<file path="src/timer_pkg.sv">
package timer_pkg;
   // register byte addresses on the internal bus
   localparam logic [15:0] ADDR_CLK_SEL  = 16'hff41; // count_clock_select
   localparam logic [15:0] ADDR_OUT_CTL  = 16'hff4f; // timer_output_control
   localparam logic [15:0] ADDR_MODE     = 16'hff48; // timer_mode_register
   localparam logic [15:0] ADDR_CMP1     = 16'hff4a; // first compare value
   localparam logic [15:0] ADDR_CMP2     = 16'hff4b; // second compare value
   localparam logic [15:0] ADDR_CNT1     = 16'hff4c; // first_counter, read only
   localparam logic [15:0] ADDR_CNT2     = 16'hff4d; // second_counter, read only
   // reset values
   localparam logic [7:0]  RST_CLK_SEL   = 8'h00;
   localparam logic [7:0]  RST_OUT_CTL   = 8'h00;
   localparam logic [7:0]  RST_MODE      = 8'h00;
   localparam logic [7:0]  RST_CMP       = 8'h00;
   // timer_mode_register fields
   localparam int          MODE_RUN1     = 0;     // first_counter_run
   localparam int          MODE_RUN2     = 1;     // second counter run
   localparam int          MODE_CASCADE  = 2;     // both counters as one 16-bit counter
   // timer_output_control fields
   localparam int          OC_OE1        = 0;     // first_output_enable
   localparam int          OC_INV1       = 1;     // first_invert_enable
   localparam int          OC_CLR1       = 2;     // first_flop_clear
   localparam int          OC_SET1       = 3;     // first_flop_set
   localparam int          OC_OE2        = 4;     // second_output_enable
   localparam int          OC_INV2       = 5;     // second_invert_enable
   localparam int          OC_CLR2       = 6;     // second_flop_clear
   localparam int          OC_SET2       = 7;     // second_flop_set
   localparam logic [7:0]  OC_KEEP_MASK  = 8'h33; // bits that are stored
   // count_clock_select fields
   localparam int          CS_LO1        = 0;     // first_clock_code_lsb
   localparam int          CS_LO2        = 4;     // second_clock_code_lsb
   // clock source codes
   localparam logic [3:0]  CODE_FALL     = 4'h0;
   localparam logic [3:0]  CODE_RISE     = 4'h1;
   localparam logic [3:0]  CODE_DIV2     = 4'h5;
   localparam logic [3:0]  CODE_DIV16    = 4'h8;
   localparam logic [3:0]  CODE_DIV4096  = 4'hf;
   // prescaler of the main clock
   localparam int          PRESC_W       = 12;
   localparam logic [3:0]  SHIFT_DIV2    = 4'h1;
   localparam logic [3:0]  SHIFT_DIV16   = 4'h4;
   localparam logic [3:0]  SHIFT_DIV4096 = 4'hc;
endpackage

</file>
<file path="src/timer_channel.sv">
// one 8-bit counter with its source select, compare and output flop
module timer_channel (
   // clock and reset
   input  wire logic                             mclk_i,
   input  wire logic                             reset_i,
   // control
   input  wire logic                             run_i,
   input  wire logic [3:0]                       code_i,
   input  wire logic [timer_pkg::PRESC_W-1:0]    div_tick_i,
   input  wire logic                             event_i,
   input  wire logic [7:0]                       compare_i,
   // cascade hooks
   input  wire logic                             use_ext_i,
   input  wire logic                             ext_tick_i,
   input  wire logic                             joint_i,
   input  wire logic                             joint_eq_i,
   input  wire logic                             force_clr_i,
   // output flop control
   input  wire logic                             flop_set_i,
   input  wire logic                             flop_clr_i,
   input  wire logic                             invert_en_i,
   // results
   output logic [7:0]                            count_o,
   output logic                                  eq_o,
   output logic                                  carry_o,
   output logic                                  fire_o,
   output logic                                  flop_o
);
   logic [2:0] sync_q;   // [0] first stage, [1] second, [2] history
   logic       own_tick; // selected source tick
   logic       tick;     // tick after cascade choice
   logic       hit;      // match condition
   logic [7:0] count_q;  // first_counter or second_counter
   logic       flop_q;   // first_output_flop or second_output_flop

   // divider shift for a code, zero for edge and prohibited codes
   function automatic logic [3:0] div_shift(input logic [3:0] code);
      if (code >= timer_pkg::CODE_DIV2 && code < timer_pkg::CODE_DIV16) begin
         div_shift = code - timer_pkg::CODE_DIV2 + timer_pkg::SHIFT_DIV2;
      end else if (code >= timer_pkg::CODE_DIV16 && code < timer_pkg::CODE_DIV4096) begin
         div_shift = code - timer_pkg::CODE_DIV16 + timer_pkg::SHIFT_DIV16;
      end else if (code == timer_pkg::CODE_DIV4096) begin
         div_shift = timer_pkg::SHIFT_DIV4096;
      end else begin
         div_shift = 4'h0;
      end
   endfunction

   ////////////////////////////////////////////////////////////////////////
   // event input: two stages, then one history flop for edge detect
   always_ff @(posedge mclk_i) begin
      if (reset_i) begin
         sync_q <= 3'h0;
      end else begin
         sync_q <= {sync_q[1], sync_q[0], event_i};
      end
   end

   // source select; prohibited codes give no tick at all
   always_comb begin
      unique case (code_i)
         timer_pkg::CODE_FALL: own_tick = sync_q[2] & ~sync_q[1];
         timer_pkg::CODE_RISE: own_tick = ~sync_q[2] & sync_q[1];
         default: begin
            if (div_shift(code_i) != 4'h0) begin
               own_tick = div_tick_i[div_shift(code_i) - 4'h1];
            end else begin
               own_tick = 1'b0;
            end
         end
      endcase
   end

   assign tick    = use_ext_i ? ext_tick_i : own_tick;
   assign eq_o    = (count_q == compare_i);
   assign hit     = joint_i ? joint_eq_i : eq_o;
   assign fire_o  = run_i & tick & hit;
   assign carry_o = run_i & tick & (count_q == 8'hff) & ~fire_o;
   assign count_o = count_q;
   assign flop_o  = flop_q;

   ////////////////////////////////////////////////////////////////////////
   // counter: held at zero while stopped, clears on match and keeps going
   always_ff @(posedge mclk_i) begin
      if (reset_i || !run_i) begin
         count_q <= 8'h00;
      end else if (fire_o || force_clr_i) begin
         count_q <= 8'h00;
      end else if (tick) begin
         count_q <= count_q + 8'h01;
      end
   end

   // output flop: software set/clear beats a match toggle
   always_ff @(posedge mclk_i) begin
      if (reset_i) begin
         flop_q <= 1'b0;
      end else if (flop_set_i) begin
         flop_q <= 1'b1;
      end else if (flop_clr_i) begin
         flop_q <= 1'b0;
      end else if (invert_en_i && fire_o) begin
         flop_q <= ~flop_q;
      end
   end

   a_edge_once: assert property (@(posedge mclk_i) disable iff (reset_i)
      (run_i && !use_ext_i && code_i == timer_pkg::CODE_RISE && !sync_q[2] && sync_q[1] && !hit && !force_clr_i)
      |=> count_o == $past(count_q) + 8'h01)
      else $error("rising edge did not count once");
endmodule

</file>
<file path="src/dual_timer_ctrl.sv">
// Function
// first counter source: edge or divided clock
// second counter source, same encoding
// software stops timers before changing source
// mode register runs counters, bit/byte writes
// software stops counters before mode change
// cascade: first run bit controls both
// bit 0 enables first timer output
// bit 4 enables second timer output
// bit 1 enables first flop inversion
// bit 5 enables second flop inversion
// set/clear pairs drive output flops
// set/clear bits read back as zero
// software writes output control while stopped
// output control bit/byte writes, reset zero
// clock select byte writes only, reset zero
// match clears counter and raises request
// match toggles flop; flop drives pin
// event edges synchronised, counted once
module dual_timer_ctrl (
   // clock and reset
   input  wire logic        mclk_i,
   input  wire logic        reset_i,
   // internal register bus
   input  wire logic [15:0] addr_i,
   input  wire logic        wr_byte_i,
   input  wire logic        wr_bit_i,
   input  wire logic [2:0]  bit_sel_i,
   input  wire logic        bit_val_i,
   input  wire logic [7:0]  wdata_i,
   output logic      [7:0]  rdata_o,
   // event inputs
   input  wire logic        first_event_input_i,
   input  wire logic        second_event_input_i,
   // timer output pins
   output logic             first_tout_o,
   output logic             first_tout_en_o,
   output logic             second_tout_o,
   output logic             second_tout_en_o,
   // match requests
   output logic             first_match_irq_o,
   output logic             second_match_irq_o
);
   logic [7:0]                    count_clock_select_q;   // two source codes
   logic [7:0]                    timer_mode_register_q;  // run bits and mode
   logic [7:0]                    timer_output_control_q; // stored bits only
   logic [7:0]                    cmp1_q;                 // first compare value
   logic [7:0]                    cmp2_q;                 // second compare value
   logic [7:0]                    rdata_q;                // registered read data
   logic [timer_pkg::PRESC_W-1:0] presc_q;                // main clock prescaler
   logic [timer_pkg::PRESC_W-1:0] div_tick;               // one pulse per 2^n cycles
   logic [7:0]                    oc_written;             // output control as written
   logic                          cascade;                // 16-bit mode
   logic                          run1;                   // first run
   logic                          run2;                   // second run
   logic [7:0]                    count1;
   logic [7:0]                    count2;
   logic                          eq1;
   logic                          eq2;
   logic                          carry1;
   logic                          fire1;
   logic                          fire2;
   logic                          flop1;
   logic                          flop2;
   logic                          set1;
   logic                          clr1;
   logic                          set2;
   logic                          clr2;
   logic                          oc_hit;

   // value after a byte write or a single-bit write to a byte
   function automatic logic [7:0] merge_write(input logic [7:0] old, input logic byte_we,
                                              input logic bit_we, input logic [2:0] sel,
                                              input logic val, input logic [7:0] data);
      merge_write = old;
      if (byte_we) begin
         merge_write = data;
      end else if (bit_we) begin
         merge_write[sel] = val;
      end
   endfunction

   ////////////////////////////////////////////////////////////////////////
   // count_clock_select: byte writes only, bit writes are ignored
   always_ff @(posedge mclk_i) begin
      if (reset_i) begin
         count_clock_select_q <= timer_pkg::RST_CLK_SEL;
      end else if (wr_byte_i && addr_i == timer_pkg::ADDR_CLK_SEL) begin
         count_clock_select_q <= wdata_i;
      end
   end

   // timer_mode_register: bit or byte writes
   always_ff @(posedge mclk_i) begin
      if (reset_i) begin
         timer_mode_register_q <= timer_pkg::RST_MODE;
      end else if (addr_i == timer_pkg::ADDR_MODE) begin
         timer_mode_register_q <= merge_write(timer_mode_register_q, wr_byte_i, wr_bit_i,
                                              bit_sel_i, bit_val_i, wdata_i);
      end
   end

   // compare values: byte writes only
   always_ff @(posedge mclk_i) begin
      if (reset_i) begin
         cmp1_q <= timer_pkg::RST_CMP;
         cmp2_q <= timer_pkg::RST_CMP;
      end else if (wr_byte_i) begin
         if (addr_i == timer_pkg::ADDR_CMP1) begin
            cmp1_q <= wdata_i;
         end
         if (addr_i == timer_pkg::ADDR_CMP2) begin
            cmp2_q <= wdata_i;
         end
      end
   end

   ////////////////////////////////////////////////////////////////////////
   // output control: set/clear bits are never stored, they act as pulses
   assign oc_hit     = (addr_i == timer_pkg::ADDR_OUT_CTL) && (wr_byte_i || wr_bit_i);
   assign oc_written = merge_write(timer_output_control_q, wr_byte_i, wr_bit_i,
                                   bit_sel_i, bit_val_i, wdata_i);
   // both bits of a pair at once is prohibited and leaves the flop alone
   assign set1 = oc_hit & oc_written[timer_pkg::OC_SET1] & ~oc_written[timer_pkg::OC_CLR1];
   assign clr1 = oc_hit & oc_written[timer_pkg::OC_CLR1] & ~oc_written[timer_pkg::OC_SET1];
   assign set2 = oc_hit & oc_written[timer_pkg::OC_SET2] & ~oc_written[timer_pkg::OC_CLR2];
   assign clr2 = oc_hit & oc_written[timer_pkg::OC_CLR2] & ~oc_written[timer_pkg::OC_SET2];

   always_ff @(posedge mclk_i) begin
      if (reset_i) begin
         timer_output_control_q <= timer_pkg::RST_OUT_CTL;
      end else if (oc_hit) begin
         timer_output_control_q <= oc_written & timer_pkg::OC_KEEP_MASK;
      end
   end

   ////////////////////////////////////////////////////////////////////////
   // read port: answer one cycle after the address is presented
   always_ff @(posedge mclk_i) begin
      if (reset_i) begin
         rdata_q <= 8'h00;
      end else begin
         unique case (addr_i)
            timer_pkg::ADDR_CLK_SEL: rdata_q <= count_clock_select_q;
            timer_pkg::ADDR_MODE:    rdata_q <= timer_mode_register_q;
            timer_pkg::ADDR_OUT_CTL: rdata_q <= timer_output_control_q;
            timer_pkg::ADDR_CMP1:    rdata_q <= cmp1_q;
            timer_pkg::ADDR_CMP2:    rdata_q <= cmp2_q;
            timer_pkg::ADDR_CNT1:    rdata_q <= count1;
            timer_pkg::ADDR_CNT2:    rdata_q <= count2;
            default:                 rdata_q <= 8'h00;
         endcase
      end
   end
   assign rdata_o = rdata_q;

   ////////////////////////////////////////////////////////////////////////
   // free-running prescaler; bit pattern all ones marks each divided tick
   always_ff @(posedge mclk_i) begin
      if (reset_i) begin
         presc_q <= '0;
      end else begin
         presc_q <= presc_q + 1'b1;
      end
   end

   for (genvar g = 1; g <= timer_pkg::PRESC_W; g++) begin : g_div
      assign div_tick[g-1] = &presc_q[g-1:0];
   end

   // in cascade the second run bit is ignored; the first starts both
   assign cascade = timer_mode_register_q[timer_pkg::MODE_CASCADE];
   assign run1    = timer_mode_register_q[timer_pkg::MODE_RUN1];
   assign run2    = cascade ? run1 : timer_mode_register_q[timer_pkg::MODE_RUN2];

   ////////////////////////////////////////////////////////////////////////
   // first counter: low byte in cascade, matches on both bytes
   timer_channel u_first (
      .mclk_i      (mclk_i),
      .reset_i     (reset_i),
      .run_i       (run1),
      .code_i      (count_clock_select_q[timer_pkg::CS_LO1 +: 4]),
      .div_tick_i  (div_tick),
      .event_i     (first_event_input_i),
      .compare_i   (cmp1_q),
      .use_ext_i   (1'b0),
      .ext_tick_i  (1'b0),
      .joint_i     (cascade),
      .joint_eq_i  (eq1 & eq2),
      .force_clr_i (1'b0),
      .flop_set_i  (set1),
      .flop_clr_i  (clr1),
      .invert_en_i (timer_output_control_q[timer_pkg::OC_INV1]),
      .count_o     (count1),
      .eq_o        (eq1),
      .carry_o     (carry1),
      .fire_o      (fire1),
      .flop_o      (flop1)
   );

   // second counter: high byte in cascade, counting the first's carry
   timer_channel u_second (
      .mclk_i      (mclk_i),
      .reset_i     (reset_i),
      .run_i       (run2),
      .code_i      (count_clock_select_q[timer_pkg::CS_LO2 +: 4]),
      .div_tick_i  (div_tick),
      .event_i     (second_event_input_i),
      .compare_i   (cmp2_q),
      .use_ext_i   (cascade),
      .ext_tick_i  (carry1),
      .joint_i     (cascade),
      .joint_eq_i  (1'b0),
      .force_clr_i (cascade & fire1),
      .flop_set_i  (set2),
      .flop_clr_i  (clr2),
      .invert_en_i (timer_output_control_q[timer_pkg::OC_INV2]),
      .count_o     (count2),
      .eq_o        (eq2),
      .carry_o     (),
      .fire_o      (fire2),
      .flop_o      (flop2)
   );

   ////////////////////////////////////////////////////////////////////////
   // pins: disabled outputs leave the pin to the port logic
   assign first_tout_en_o    = timer_output_control_q[timer_pkg::OC_OE1];
   assign first_tout_o       = first_tout_en_o & flop1;
   assign second_tout_en_o   = timer_output_control_q[timer_pkg::OC_OE2];
   assign second_tout_o      = second_tout_en_o & flop2;
   assign first_match_irq_o  = fire1;
   assign second_match_irq_o = fire2;

   ////////////////////////////////////////////////////////////////////////
   a_clksel_byte_only: assert property (@(posedge mclk_i) disable iff (reset_i)
      (wr_bit_i && !wr_byte_i && addr_i == timer_pkg::ADDR_CLK_SEL) |=> $stable(count_clock_select_q))
      else $error("bit write changed clock select");

   a_sr_read_zero: assert property (@(posedge mclk_i) disable iff (reset_i)
      ($past(addr_i) == timer_pkg::ADDR_OUT_CTL && !$past(reset_i)) |-> (rdata_o & 8'hcc) == 8'h00)
      else $error("set or clear bit read back nonzero");

   a_flop_set: assert property (@(posedge mclk_i) disable iff (reset_i)
      (oc_hit && wr_byte_i && wdata_i[3:2] == 2'b10) |=> flop1 ##1 flop1 || $past(fire1))
      else $error("first flop not set");

   a_flop_clear: assert property (@(posedge mclk_i) disable iff (reset_i)
      (oc_hit && wr_byte_i && wdata_i[7:6] == 2'b01) |=> !flop2)
      else $error("second flop not cleared");

   a_flop_both_hold: assert property (@(posedge mclk_i) disable iff (reset_i)
      (oc_hit && wr_byte_i && wdata_i[3:2] == 2'b11 && !fire1) |=> flop1 == $past(flop1))
      else $error("prohibited pair changed flop");

   a_out_gate: assert property (@(posedge mclk_i) disable iff (reset_i)
      !timer_output_control_q[timer_pkg::OC_OE1] |-> !first_tout_o && !first_tout_en_o)
      else $error("disabled first output driven");

   a_invert_toggle: assert property (@(posedge mclk_i) disable iff (reset_i)
      (fire1 && timer_output_control_q[timer_pkg::OC_INV1] && !set1 && !clr1) |=> flop1 != $past(flop1))
      else $error("match did not toggle first flop");

   a_no_invert: assert property (@(posedge mclk_i) disable iff (reset_i)
      (!timer_output_control_q[timer_pkg::OC_INV2] && !set2 && !clr2) |=> $stable(flop2))
      else $error("second flop moved without inversion");

   a_cascade_run: assert property (@(posedge mclk_i) disable iff (reset_i)
      (cascade && !run1) [*2] |-> count2 == 8'h00 && count1 == 8'h00)
      else $error("cascade ran without first run bit");

   a_match_clear: assert property (@(posedge mclk_i) disable iff (reset_i)
      (first_match_irq_o && $stable(timer_mode_register_q)) |=> count1 == 8'h00)
      else $error("match did not clear first counter");

   a_mode_reset: assert property (@(posedge mclk_i)
      reset_i |=> timer_mode_register_q == 8'h00 && timer_output_control_q == 8'h00)
      else $error("control not cleared by reset");
endmodule

</file>
<file path="config.mk">
export PLATFORM = sky130hd
export DESIGN_NAME = dual_timer_ctrl
export DESIGN_NICKNAME = d
export VERILOG_FILES = /design/src/timer_pkg.sv /design/src/timer_channel.sv /design/src/dual_timer_ctrl.sv
export SDC_FILE = /design/constraint.sdc
export NUM_CORES = 1
export LEC_CHECK = 0
export BUFFER_PORTS_ARGS = -buffer_cell sky130_fd_sc_hd__buf_2
export CAP_MARGIN = 20
export CORE_UTILIZATION = 50
export DETAILED_ROUTE_END_ITERATION = 8
export PLACE_DENSITY = 0.77
export SLEW_MARGIN = 20
export SYNTH_ARGS = -nofsm -noshare
export SYNTH_HDL_FRONTEND = slang
export SYNTH_HIERARCHICAL = 1
export SYNTH_SLANG_ARGS = --single-unit
</file>
<file path="constraint.sdc">
create_clock -name mclk_i -period 4.7 [get_ports mclk_i]
set_input_delay 1.175 -clock mclk_i [delete_from_list [all_inputs] [get_ports mclk_i]]
set_output_delay 1.175 -clock mclk_i [all_outputs]
set_load 0.02 [all_outputs]
</file>
==> metrics.csv <==
metric;value;unit
outcome;finished, final reports clean;
netlist_instances;630;
place_inst;784;
viasPerCell;6.410;
vias;5160;
hold_path_depth;1;
grt_overflow_total;0;
crit_fanout;8;
syn_to_final_growth;11.52;%
setup_violations;0;
die_w;104.2;um
cp.arrival;3.28;ns
slew_headroom;25.25;%
ioPinCount;48;
r2r_cells;17;
initial_core_util;52.48;%
fin_tns_setup;0;ns
drive_above_1_share;19.94;%
grt.total_usage;28.26;%
cts_root_buf;clkbuf_8;
cap_violations;0;
drt-total-wl;14990;um
met2_usage;43.90;%
rows;36;
cts_tree;done;
drt_pre_antenna_iters;6;
met3_usage;5.639;%
pwr_density_cell;248.0;nW/um^2
maxSlewViolCount;0;
min_from;u_second/sync_q[0];
htreeDepth;3;
die_h;104.2;um
power_leakage;1.989;nW
layout_common_cells;dfxtp_1 (77), o21ai_0 (52), buf_2 (47);
cp-start-kind;register;
antenna_cells;0;
cp.required;3.52;ns
numPortBuffers;47;
wire_per_inst;18.62;um
fmax;0.2244;GHz
use_met1;38.31;%
path_class;register to primary output;
finalNetCount;711;
end_kind;primary output;
instances_no_fill;805;
die_area;10860;um^2
synth_area;5224;um^2
grt_max_degree;52;
busiest_layer;met2;
post-dp-hpwl;10510;um
place.gp.congestion;0.9587;
tightest_slew;1.113;ns
ir_drop;0.1834;mV
mostFrequentLayoutCell;dfxtp_1;
clk_path_buf_depth;2;
coreArea;9955;um^2
postCtsHoldBufs;0;
r2r_start;presc_q[3];
clock-sinks;80;
finalHoldViolations;0;
skew;0.009920;ns
initialDrtViolationCount;489;
clkTransAtPathRegs;0.09;ns
grt_pass1_wl;24780;um
antenna_found_initial;1;
syn_area_per_cell;8.292;um^2
yosysWarnings;6;
ant_nets;0;
min_period;4.457;ns
insertion_delay;0.37;ns
hold_path.class;register to register;
critical_path.startpoint;presc_q[3];
numCtsBuffers;9;
drc_errors;0;
fin_crit_sh;94.83;%
grt_pass1_vias;4873;
repair_timing:
action                                 4_1_cts  5_1_grt
setup endpoints to repair                    1        1
setup buffers                                0        5
pin swaps                                    0        2
endpoints found under the hold margin        0        0
gates resized for setup                      4        9
gates cloned                                 0        0
layer usage:
layer | wire length, um | vias to the layer above
li1 | - | 2428
met1 | 6662 | 2453
met2 | 6681 | 236
met3 | 1252 | 41
met4 | 384 | 2
met5 | 12 | -
per-stage QoR:
stage | total power [mW] | hold WS, ns | setup WS, ns | utilization [%] | area (um^2)
6_report | 1.445 | 0.4583 | 0.2429 | 58.52 | 5826
5_1_grt | 1.494 | 0.4797 | -0.004529 | 58.52 | 5826
4_1_cts | 1.451 | 0.4625 | 0.03861 | 57.79 | 5753
3_5_place_dp | 0.8144 | 0.4452 | 0.2493 | 55.23 | 5498
3_3_place_gp | 0.8104 | 0.4309 | 0.4463 | 55.23 | 5498
2_1_floorplan | 0.7722 | 0.4138 | 0.6611 | - | 5243
power by group:
| part | total, mW | internal, mW | switching (mW) | leakage, nW |
|---|---|---|---|---|
| clock network | 0.643 | 0.359 | 0.283 | 0.125 |
| registers | 0.691 | 0.684 | 0.00668 | 0.648 |
| logic | 0.111 | 0.0373 | 0.0736 | 1.22 |
critical path, stage by stage, from the launching register on:
cell and delay (ns):
dfxtp_1 0.39, and4_4 0.27, and3_4 0.20, and2_1 0.18, ha_1 0.19, nand3b_1 0.08
a21oi_1 0.17, a221o_1 0.13, a21oi_1 0.07, o211ai_2 0.18, and2_4 0.18, and3_1 0.17
nand2_1 0.13, o21ai_4 0.19, o21ai_2 0.12, nor2_1 0.10, buf_2 0.17
registers in the layout, indices dropped and copies added (netlist names):
register	count
presc_q	12
rdata_o	8
cmp1_q	8
u_first/flop_o	1
timer_output_control_q	4
u_second/flop_o	1
u_first/sync_q	3
u_second/sync_q	3
u_second/count_o	8
timer_mode_register_q	8
cmp2_q	8
u_first/count_o	8
count_clock_select_q	8
worst paths after layout:
kind,end,slack [ns]
worst max-delay path,second_match_irq_o,0.24
worst min-delay path,u_second/sync_q[1],0.46
worst max register to register,u_second/count_o[2],1.31
worst min register to register,u_second/sync_q[1],0.46
layout make-up:
class                           instances  area, um^2
Clock inverter                          7       125.1
Inverter                               18       68.82
Timing Repair Buffer                   60       332.8
Fill cell                             904        4129
Clock buffer                            9       123.9
Sequential cell                        80        1610
Tap cell                              133       166.4
Multi-Input combinational cell        498        3398
Power figures use the tool's default switching activity.
